### src/include/lsfe_pkg.sv
// package for the local bus slave front end: types and constants
package lsfe_pkg;
   localparam int DATA_W = 32;
   localparam int ADDR_W = 32;
   localparam int LANES = 4;
   localparam int PWF_DEPTH = 64;
   localparam int RRF_DEPTH = 8;
   localparam logic [11:0] CFG_CYCLE_OFFSET = 12'h504;
   localparam logic PARITY_EVEN = 1'b0;
   localparam logic PARITY_RESET = PARITY_EVEN;
   localparam logic DIR_PCI = 1'b0;
   localparam int TA_LSB = 16;
   localparam int BS_W = 4;
   localparam int TA_W = 16;

   typedef enum logic [1:0] {
      LSFE_TGT_NONE,
      LSFE_TGT_REG,
      LSFE_TGT_CFG,
      LSFE_TGT_PCI
   } lsfe_target_e;

   typedef struct packed {
      logic posted_write_enable;
      logic prefetch_read_enable;
      logic pci_space_select;
      logic translate_enable;
      logic [BS_W-1:0] window_block_size;
      logic [TA_W-1:0] translation_address;
   } lsfe_image_s;

   typedef struct packed {
      logic [ADDR_W-1:0] addr;
      logic write;
      logic burst;
      logic io_space;
      logic posted;
      logic prefetch;
      logic image;
      logic [LANES-1:0] byte_en;
   } lsfe_req_s;

   typedef struct packed {
      logic [DATA_W-1:0] data;
      logic [LANES-1:0] byte_en;
   } lsfe_word_s;
endpackage

### src/logic/lsfe_fifo.sv
// one-or-more-entry fifo with valid/ready on both sides
`timescale 1ns/10ps
module lsfe_fifo #(
   parameter int WIDTH = 36,
   parameter int DEPTH = 2
) (
   input wire logic ref_clk,
   input wire logic rst_n,
   input wire logic in_valid,
   output logic in_ready,
   input wire logic [WIDTH-1:0] in_data,
   output logic out_valid,
   input wire logic out_ready,
   output logic [WIDTH-1:0] out_data,
   output logic [$clog2(DEPTH+1)-1:0] level
);
   localparam int AW = (DEPTH > 1) ? $clog2(DEPTH) : 1;
   localparam int CW = $clog2(DEPTH+1);
   logic [WIDTH-1:0] mem [DEPTH];
   logic [AW-1:0] wp_q;
   logic [AW-1:0] rp_q;
   logic [CW-1:0] cnt_q;
   wire push = in_valid && in_ready;
   wire pop = out_valid && out_ready;

   function automatic logic [AW-1:0] inc(input logic [AW-1:0] p);
      inc = (p == AW'(DEPTH-1)) ? '0 : p + AW'(1);
   endfunction

   assign in_ready = (cnt_q != CW'(DEPTH));
   assign out_valid = (cnt_q != '0);
   assign out_data = mem[rp_q];
   assign level = cnt_q;

   always_ff @(posedge ref_clk) begin
      if (push) begin
         mem[wp_q] <= in_data;
      end
   end

   always_ff @(posedge ref_clk or negedge rst_n) begin
      if (!rst_n) begin
         wp_q <= '0;
         rp_q <= '0;
         cnt_q <= '0;
      end else begin
         if (push) wp_q <= inc(wp_q);
         if (pop) rp_q <= inc(rp_q);
         cnt_q <= cnt_q + CW'(push) - CW'(pop);
      end
   end
endmodule // lsfe_fifo

### src/logic/lsfe_local_bus_slave_front_end.sv
// local bus slave front end: claim, decode, parity, posted-write and read fifos
// Operation
// - parity travels in the same cycle as data
// - odd or even parity, even after reset
// - one parity line per byte lane
// - drive correct parity on read data
// - write parity mismatch sets error status
// - error irq gated by enable, routed by direction
// - writing one clears status and interrupt
// - parity error never alters the transfer
// - check only lanes carrying valid bytes
// - 64 by 32-bit posted-write fifo
// - delayed write blocks further posting until done
// - 32-byte read return fifo
// - claim on chip select, may lag strobe
// - register select decodes registers; 0x504 config
// - pci select claims; image select picks image
// - burst and direction pick pci cycle type
// - space bit picks memory or io
// - block size sets window up to 2 gbytes
// - translation substitutes upper address bits
// - posted-write enable posts single writes; bursts and disabled images use delayed write
// - prefetch enable prefetches full-word single reads; bursts always prefetch; else delayed read
// - size strap latched at reset picks protocol
`timescale 1ns/10ps
module lsfe_local_bus_slave_front_end
   import lsfe_pkg::*;
#(
   parameter int PWF_DEPTH_P = PWF_DEPTH,
   parameter int RRF_DEPTH_P = RRF_DEPTH
) (
   input wire logic ref_clk,
   input wire logic rst_n,
   // local bus pins
   input wire logic address_strobe_n,
   input wire logic transfer_start_n,
   input wire logic register_chip_select_n,
   input wire logic pci_window_chip_select_n,
   input wire logic image_select,
   input wire logic burst_n,
   input wire logic read_write_n,
   input wire logic [LANES-1:0] byte_enable_n,
   input wire logic [ADDR_W-1:0] local_addr,
   input wire logic [DATA_W-1:0] local_data_in,
   input wire logic [LANES-1:0] lane_parity_lines_in,
   input wire logic size_strap_pin,
   output logic [DATA_W-1:0] local_data_out,
   output logic [LANES-1:0] lane_parity_lines_out,
   output logic local_data_oe,
   output logic transfer_ack_n,
   output logic local_interrupt_pin,
   output logic pci_interrupt_pin,
   // control and status
   input wire logic local_parity_polarity,
   input wire logic local_parity_error_irq_enable,
   input wire logic local_parity_error_irq_direction,
   input wire logic local_parity_error_clear,
   input wire lsfe_image_s image0_cfg,
   input wire lsfe_image_s image1_cfg,
   output logic local_parity_error_status,
   output logic protocol_transfer_start,
   output logic delayed_write_pending,
   // register channel side
   output logic reg_access_valid,
   output logic cfg_cycle_valid,
   output lsfe_req_s reg_access_req,
   output logic [DATA_W-1:0] reg_write_data,
   input wire logic reg_read_valid,
   input wire logic [DATA_W-1:0] reg_read_data,
   // pci master side
   output logic pci_req_valid,
   input wire logic pci_req_ready,
   output lsfe_req_s pci_req,
   output logic pwf_out_valid,
   input wire logic pwf_out_ready,
   output lsfe_word_s pwf_out,
   input wire logic delayed_write_done,
   input wire logic rrf_in_valid,
   output logic rrf_in_ready,
   input wire logic [DATA_W-1:0] rrf_in_data
);
   localparam int PWF_LW = $clog2(PWF_DEPTH_P+1);
   localparam int RRF_LW = $clog2(RRF_DEPTH_P+1);
   localparam int WORD_W = DATA_W + LANES;

   typedef enum logic [2:0] {
      ST_IDLE,
      ST_CLAIM,
      ST_WRITE,
      ST_READ,
      ST_ACK
   } lsfe_state_e;

   // lane parity with the selected polarity
   function automatic logic [LANES-1:0] lane_parity(input logic [DATA_W-1:0] d,
                                                    input logic odd);
      logic [LANES-1:0] p;
      p = '0;
      for (int i = 0; i < LANES; i++) begin
         p[i] = (^d[i*8 +: 8]) ^ odd;
      end
      return p;
   endfunction

   // three-stage pin synchronisers; first stage feeds only the second
   logic [2:0] as_s_q, ts_s_q, csr_s_q, csp_s_q;
   wire as_act = !as_s_q[1] && !as_s_q[2];
   wire ts_act = !ts_s_q[1] && !ts_s_q[2];
   wire csr_act = !csr_s_q[1] && !csr_s_q[2];
   wire csp_act = !csp_s_q[1] && !csp_s_q[2];

   logic strap_done_q, proto_ts_q;
   lsfe_state_e st_q;
   lsfe_target_e tgt_q;
   lsfe_req_s req_q;
   logic [DATA_W-1:0] wdata_q;
   logic [LANES-1:0] wpar_q;
   logic perr_q, dw_pend_q, ack_n_q, oe_q;
   logic [DATA_W-1:0] dout_q;
   logic [LANES-1:0] pout_q;
   logic lirq_q, pirq_q, reg_v_q, cfg_v_q, pci_v_q;
   logic rd_pending_q;

   // strap caught by a clock after reset release
   always_ff @(posedge ref_clk or negedge rst_n) begin
      if (!rst_n) begin
         strap_done_q <= 1'b0;
         proto_ts_q <= 1'b0;
      end else if (!strap_done_q) begin
         strap_done_q <= 1'b1;
         proto_ts_q <= size_strap_pin;
      end
   end

   always_ff @(posedge ref_clk or negedge rst_n) begin
      if (!rst_n) begin
         as_s_q <= 3'h7;
         ts_s_q <= 3'h7;
         csr_s_q <= 3'h7;
         csp_s_q <= 3'h7;
      end else begin
         as_s_q <= {as_s_q[1:0], address_strobe_n};
         ts_s_q <= {ts_s_q[1:0], transfer_start_n};
         csr_s_q <= {csr_s_q[1:0], register_chip_select_n};
         csp_s_q <= {csp_s_q[1:0], pci_window_chip_select_n};
      end
   end

   ////////////////////////////////////////////////////////////////////////////
   // address decode and image settings
   wire strobe = proto_ts_q ? ts_act : as_act;
   wire lsfe_image_s img = image_select ? image1_cfg : image0_cfg;
   wire is_cfg = (local_addr[11:0] == CFG_CYCLE_OFFSET);
   wire lsfe_target_e dec_tgt = csr_act ? (is_cfg ? LSFE_TGT_CFG : LSFE_TGT_REG)
                                : (csp_act ? LSFE_TGT_PCI : LSFE_TGT_NONE);
   wire [LANES-1:0] be = ~byte_enable_n;
   wire single_word = burst_n && (be == {LANES{1'b1}});
   // window mask: block size n keeps 16+n low address bits
   wire [ADDR_W-1:0] keep_mask = ~({ADDR_W{1'b1}} << (TA_LSB + int'(img.window_block_size)));
   wire [ADDR_W-1:0] ta_full = {img.translation_address, {TA_LSB{1'b0}}};
   wire [ADDR_W-1:0] pci_addr = img.translate_enable ?
                                ((local_addr & keep_mask) | (ta_full & ~keep_mask))
                                : local_addr;

   wire lsfe_req_s new_req = '{
      addr: pci_addr,
      write: !read_write_n,
      burst: !burst_n,
      io_space: img.pci_space_select,
      posted: img.posted_write_enable && burst_n,
      prefetch: !burst_n || (img.prefetch_read_enable && single_word),
      image: image_select,
      byte_en: be
   };

   ////////////////////////////////////////////////////////////////////////////
   // fifos
   logic pwf_in_ready, rrf_out_valid, rrf_out_ready;
   logic [DATA_W-1:0] rrf_out_data;
   logic [WORD_W-1:0] pwf_out_raw;
   wire pwf_push = (st_q == ST_WRITE) && (tgt_q == LSFE_TGT_PCI);

   lsfe_fifo #(.WIDTH(WORD_W), .DEPTH(PWF_DEPTH_P)) u_posted_write_fifo (
      .ref_clk(ref_clk),
      .rst_n(rst_n),
      .in_valid(pwf_push),
      .in_ready(pwf_in_ready),
      .in_data({wdata_q, req_q.byte_en}),
      .out_valid(pwf_out_valid),
      .out_ready(pwf_out_ready),
      .out_data(pwf_out_raw),
      .level()
   );
   assign pwf_out = pwf_out_raw;

   lsfe_fifo #(.WIDTH(DATA_W), .DEPTH(RRF_DEPTH_P)) u_read_return_fifo (
      .ref_clk(ref_clk),
      .rst_n(rst_n),
      .in_valid(rrf_in_valid),
      .in_ready(rrf_in_ready),
      .in_data(rrf_in_data),
      .out_valid(rrf_out_valid),
      .out_ready(rrf_out_ready),
      .out_data(rrf_out_data),
      .level()
   );
   assign rrf_out_ready = (st_q == ST_READ) && (tgt_q == LSFE_TGT_PCI) && rd_pending_q;

   ////////////////////////////////////////////////////////////////////////////
   // parity check on written data, valid lanes only
   wire [LANES-1:0] lane_err = (lane_parity(wdata_q, local_parity_polarity) ^ wpar_q)
                               & req_q.byte_en;
   wire perr_set = (st_q == ST_WRITE) && (|lane_err);

   always_ff @(posedge ref_clk or negedge rst_n) begin
      if (!rst_n) begin
         perr_q <= 1'b0;
      end else if (perr_set) begin
         perr_q <= 1'b1;
      end else if (local_parity_error_clear) begin
         perr_q <= 1'b0;
      end
   end

   // set wins over clear; irq follows status, steered by direction
   wire irq = perr_q && local_parity_error_irq_enable;
   always_ff @(posedge ref_clk or negedge rst_n) begin
      if (!rst_n) begin
         lirq_q <= 1'b0;
         pirq_q <= 1'b0;
      end else begin
         lirq_q <= irq && (local_parity_error_irq_direction != DIR_PCI);
         pirq_q <= irq && (local_parity_error_irq_direction == DIR_PCI);
      end
   end

   ////////////////////////////////////////////////////////////////////////////
   // transfer sequencer
   wire write_blocked = dw_pend_q || !pwf_in_ready;
   wire read_data_ok = (tgt_q == LSFE_TGT_PCI) ? (rd_pending_q && rrf_out_valid)
                                               : reg_read_valid;
   wire write_ok = (tgt_q == LSFE_TGT_PCI) ? (pwf_in_ready && pwf_push) : 1'b1;

   always_ff @(posedge ref_clk or negedge rst_n) begin
      if (!rst_n) begin
         st_q <= ST_IDLE;
         tgt_q <= LSFE_TGT_NONE;
         req_q <= '0;
         wdata_q <= '0;
         wpar_q <= '0;
         dw_pend_q <= 1'b0;
         ack_n_q <= 1'b1;
         oe_q <= 1'b0;
         dout_q <= '0;
         pout_q <= '0;
         reg_v_q <= 1'b0;
         cfg_v_q <= 1'b0;
         pci_v_q <= 1'b0;
         rd_pending_q <= 1'b0;
      end else begin
         reg_v_q <= 1'b0;
         cfg_v_q <= 1'b0;
         ack_n_q <= 1'b1;
         if (pci_v_q && pci_req_ready) pci_v_q <= 1'b0;
         if (delayed_write_done) dw_pend_q <= 1'b0;
         unique case (st_q)
            ST_IDLE, ST_CLAIM: begin
               oe_q <= 1'b0;
               // chip select may trail the strobe by decode wait states
               // req_q feeds pci_req, so no claim while a request still waits
               if (strobe && !pci_v_q && (dec_tgt != LSFE_TGT_NONE) &&
                   !(dec_tgt == LSFE_TGT_PCI && !read_write_n && write_blocked)) begin
                  tgt_q <= dec_tgt;
                  req_q <= new_req;
                  wdata_q <= local_data_in;
                  wpar_q <= lane_parity_lines_in;
                  if (dec_tgt == LSFE_TGT_PCI) begin
                     if (read_write_n) begin
                        pci_v_q <= 1'b1;
                        rd_pending_q <= 1'b1;
                     end else if (!new_req.posted) begin
                        dw_pend_q <= 1'b1;
                     end
                  end else begin
                     reg_v_q <= (dec_tgt == LSFE_TGT_REG);
                     cfg_v_q <= (dec_tgt == LSFE_TGT_CFG);
                  end
                  st_q <= read_write_n ? ST_READ : ST_WRITE;
               end else begin
                  st_q <= strobe ? ST_CLAIM : ST_IDLE;
               end
            end
            ST_WRITE: begin
               // errors only flag status; the write still completes
               if (write_ok) begin
                  if (tgt_q == LSFE_TGT_PCI) pci_v_q <= 1'b1;
                  ack_n_q <= 1'b0;
                  st_q <= ST_ACK;
               end
            end
            ST_READ: begin
               if (read_data_ok) begin
                  dout_q <= (tgt_q == LSFE_TGT_PCI) ? rrf_out_data : reg_read_data;
                  pout_q <= lane_parity((tgt_q == LSFE_TGT_PCI) ? rrf_out_data
                                        : reg_read_data, local_parity_polarity);
                  oe_q <= 1'b1;
                  ack_n_q <= 1'b0;
                  rd_pending_q <= 1'b0;
                  st_q <= ST_ACK;
               end
            end
            ST_ACK: begin
               // wait for the strobe to drop so one access is claimed once
               if (!strobe) st_q <= ST_IDLE;
            end
            default: st_q <= ST_IDLE;
         endcase
      end
   end

   assign local_data_out = dout_q;
   assign lane_parity_lines_out = pout_q;
   assign local_data_oe = oe_q;
   assign transfer_ack_n = ack_n_q;
   assign local_interrupt_pin = lirq_q;
   assign pci_interrupt_pin = pirq_q;
   assign local_parity_error_status = perr_q;
   assign protocol_transfer_start = proto_ts_q;
   assign delayed_write_pending = dw_pend_q;
   assign reg_access_valid = reg_v_q;
   assign cfg_cycle_valid = cfg_v_q;
   assign reg_access_req = req_q;
   assign reg_write_data = wdata_q;
   assign pci_req_valid = pci_v_q;
   assign pci_req = req_q;
endmodule // lsfe_local_bus_slave_front_end

### config.mk
export PLATFORM = sky130hd
export DESIGN_NAME = lsfe_local_bus_slave_front_end
export DESIGN_NICKNAME = d
export VERILOG_FILES = /design/src/include/lsfe_pkg.sv /design/src/logic/lsfe_fifo.sv /design/src/logic/lsfe_local_bus_slave_front_end.sv
export SDC_FILE = /design/constraint.sdc
export NUM_CORES = 2
export LEC_CHECK = 0
export BUFFER_PORTS_ARGS = -buffer_cell sky130_fd_sc_hd__buf_2
export CORE_ASPECT_RATIO = 1.4
export CORE_MARGIN = 10
export CORE_UTILIZATION = 50
export DETAILED_ROUTE_END_ITERATION = 7
export PLACE_DENSITY = 0.67
export SKIP_LAST_GASP = 1
export SYNTH_ARGS = -nofsm -noshare
export SYNTH_HDL_FRONTEND = slang
export SYNTH_SLANG_ARGS = --single-unit
### constraint.sdc
create_clock -name ref_clk -period 8.4 [get_ports ref_clk]
set_clock_uncertainty 0.1 [all_clocks]
set_input_delay 0.84 -clock ref_clk [delete_from_list [all_inputs] [get_ports ref_clk]]
set_output_delay 0.84 -clock ref_clk [all_outputs]
set_load 0.005 [all_outputs]
==> impl_results.md <==
* Initial DRC Count at 6034
* Commonest non-fill, non-tap cell in the layout: edfxtp_1
* CP required at 7460 ps
* Synth Register Bits at 2732
* I/O pins at 403
* Asr flop ratio synth at 6.30%
* Gate Count Post-Synth at 4691
* GR Overflow Total at 0
* DR vias/cell at 6.23
* Max VDD drop at 0.346 mV
* Dpl ws at 3180 ps
* Synthesized area at 106000 um2
* EDFF count, synth at 2560
* Worst slew margin at 17.5%
* DRC at 0
* CP Capture Type: primary output
* RSZ-0062 raised after global routing: false
* Core area at 210000 um2
* Largest net degree at the start of global routing at 141
* Pint at 28700 uW
* Worst hold path type: input port to flip-flop
* Clock root buffer: clkbuf_16
* GR Util All Layers at 24.6%
* H-tree Lvls at 4
* Final Hold Viols at 0
* Syn. warnings at 0
* Endpoints failing setup at 0
* Multi-input logic area at 23500 um2
* # clock sinks at 2732
* Leak Pwr at 0.0391 uW
* Hpwl dp at 171000 um
* Die X-Extent at 408 um
* Vias in the first global route at 53.6k
* Final GP Congestion at 0.898
* Switching Share at 30.9%
* Syn_area_per_cell at 22.5 um2
* Worst-path clk slew at 60 ps
* Max cap viols at 0
* Worst Tran Pin Value at 1230 ps
* CP arrival at 4900 ps
* Startpoint types: flip-flop
* Vias at 51.4k
* Max Fclk at 171 MHz
* Routed WL per cell at 34.6 um
* Max Slew Vio Count at 0
* WS Path Type: flip-flop to primary output
* Top area cells in the synthesized netlist: edfxtp_1, mux4_2, dfrtp_1, mux2i_1, nand2_1
* Die Area at 230000 um2
* Routed wire length at 286000 um
* Highest-count cells in the layout ignoring fill and taps: edfxtp_1, mux4_2, buf_2, nand2_1, clkbuf_16
* Status: finished clean
* Antenna Nets Post-Route at 0
* Tmin final at 5840 ps
* Top_reg_cell synth: edfxtp_1
* Leading area contributor after synthesis: edfxtp_1
* Design Power at 41600 uW
* Final Util at 57.1%
* Reg area at 81300 um2
* Total CTS buffers at 249
* Synth top area share at 72.8%
* Sequential share of the synthesized area at 76.9%
* Clk buf depth at 4
* Router iterations before antenna repair at 5
* DP Cell Count at 7770
* Post-synth net total at 4917
* Sequential fraction of design power at 42.5%
* Crit-path max FO at 108
* Layout filler cell count at 15.4k
* PD cells at 346 nW/um2
* Clock network power share at 27.7%
* TritonCTS clock tree: built
* Clk Latency, worst-skew pair at 890 ps
* Initial antenna violation count at 58
* Cell variety after synth at 53
* Die Span Y at 564 um
* Final period util at 69.5%
* Fraction of layout cells with a size suffix above 1 at 34.7%
* Part of the power in combinational logic at 29.8%
* Area Growth Syn to Fin at 13.6%
* First-pass GRT wire length at 405000 um
* Row count at 199
* Initial core utilization at 50.3%
* IO buf count at 402
* Net Sw Power at 12800 uW
* Post-CTS Setup Bufs at 0
* Setup total negative slack at 0 ps
* Nets at 5440
* Setup WS post-layout at 2560 ps
* Non-Filler Instances at 8256
[layer usage]
| layer | track usage, % | vias to the layer above | wire length [um] |
|---|---|---|---|
| met5 | 0 | - | 351 |
| met4 | 7.64 | 52 | 9420 |
| met3 | 4.96 | 517 | 24300 |
| met2 | 42.3 | 2665 | 147000 |
| met1 | 31.6 | 27600 | 104000 |
| li1 | - | 20600 | - |
[final cells by class]
type	count	share of cell area, %
well taps	2814	2.93
multi-input cells	1649	19.6
flip-flops and latches	2732	67.7
repair buffers	557	2.78
clock buffers	296	5.39
inverters	25	0.0782
clock inverters	167	1.47
diodes	16	0.0334
[critical path: stages (launching register included)]
cell	delay, ps
dfrtp_4	1080
buf_12	690
mux4_2	630
mux4_2	540
mux4_2	620
buf_2	190
[metrics by stage]
step	hold WS (ps)	cell area, um2
floorplan	245	106000
finish	56.5	120000
CTS	0.893	120000
global placement	246	112000
global route	24.5	120000
detailed placement	251	112000
[cell families after synthesis]
group                    Yosys count  share of synthesized area (%)
flip-flops                      2732                           76.9
multiplexers                     902                           17.9
AND/OR/NAND/NOR                  467                           1.86
buffers and inverters            310                           1.37
AO/OA/AOI/OAI                    184                           1.04
XOR/XNOR                          72                          0.701
adder cells (fa/ha/maj)           23                          0.287
other                              1                        0.00355
[power by group through the flow]
stage | sequential [uW] | combinational, uW | clock (uW)
floorplan | 18100 | 7260 | 0
global route | 17700 | 13100 | 12200
CTS | 17700 | 12600 | 11700
global placement | 17900 | 12400 | 0
finish | 17700 | 12400 | 11500
detailed placement | 18000 | 12600 | 0
[worst paths after layout]
kind	start	endpoint	slack [ps]	depth (start not counted)
worst max-delay path	u_posted_write_fifo.rp_q[0]	pwf_out[30]	2560	5
worst min-delay path	local_data_in[31]	reg_write_data[31]	60	3
worst max register to register	tgt_q[0]	u_posted_write_fifo.mem[6][24]	3020	6
worst min register to register	csp_s_q[0]	csp_s_q[1]	260	0
max in group asynchronous	rst_n	reg_write_data[28]	6370	3
min in group asynchronous	rst_n	local_data_out[1]	380	2
[synth_stat cells (30+ instances only)]
cell type  instances
dfrtp_1          159
o21ai_0           79
a22oi_1           32
nand2_1          266
mux4_2           787
buf_2             45
xnor2_1           48
clkbuf_1         150
edfxtp_1        2560
buf_1             37
a21oi_1           30
nor2_1           116
mux2i_1          101
buf_4             45
[sequential cells by signal, summed over array words and instances (netlist names), 4 cells and up]
register / flops
u_posted_write_fifo.rp_q: 6
local_data_out: 32
pci_req: 42
wpar_q: 4
reg_write_data: 32
u_posted_write_fifo.mem: 2304
u_read_return_fifo.mem: 256
u_posted_write_fifo.level: 7
u_posted_write_fifo.wp_q: 6
u_read_return_fifo.level: 4
lane_parity_lines_out: 4
[what timing repair did]
item	in CTS	in global routing
endpoints found under the hold margin	51	0
resized for setup	0	0
hold buffers	7	0
(Power assumes the default switching activity.)
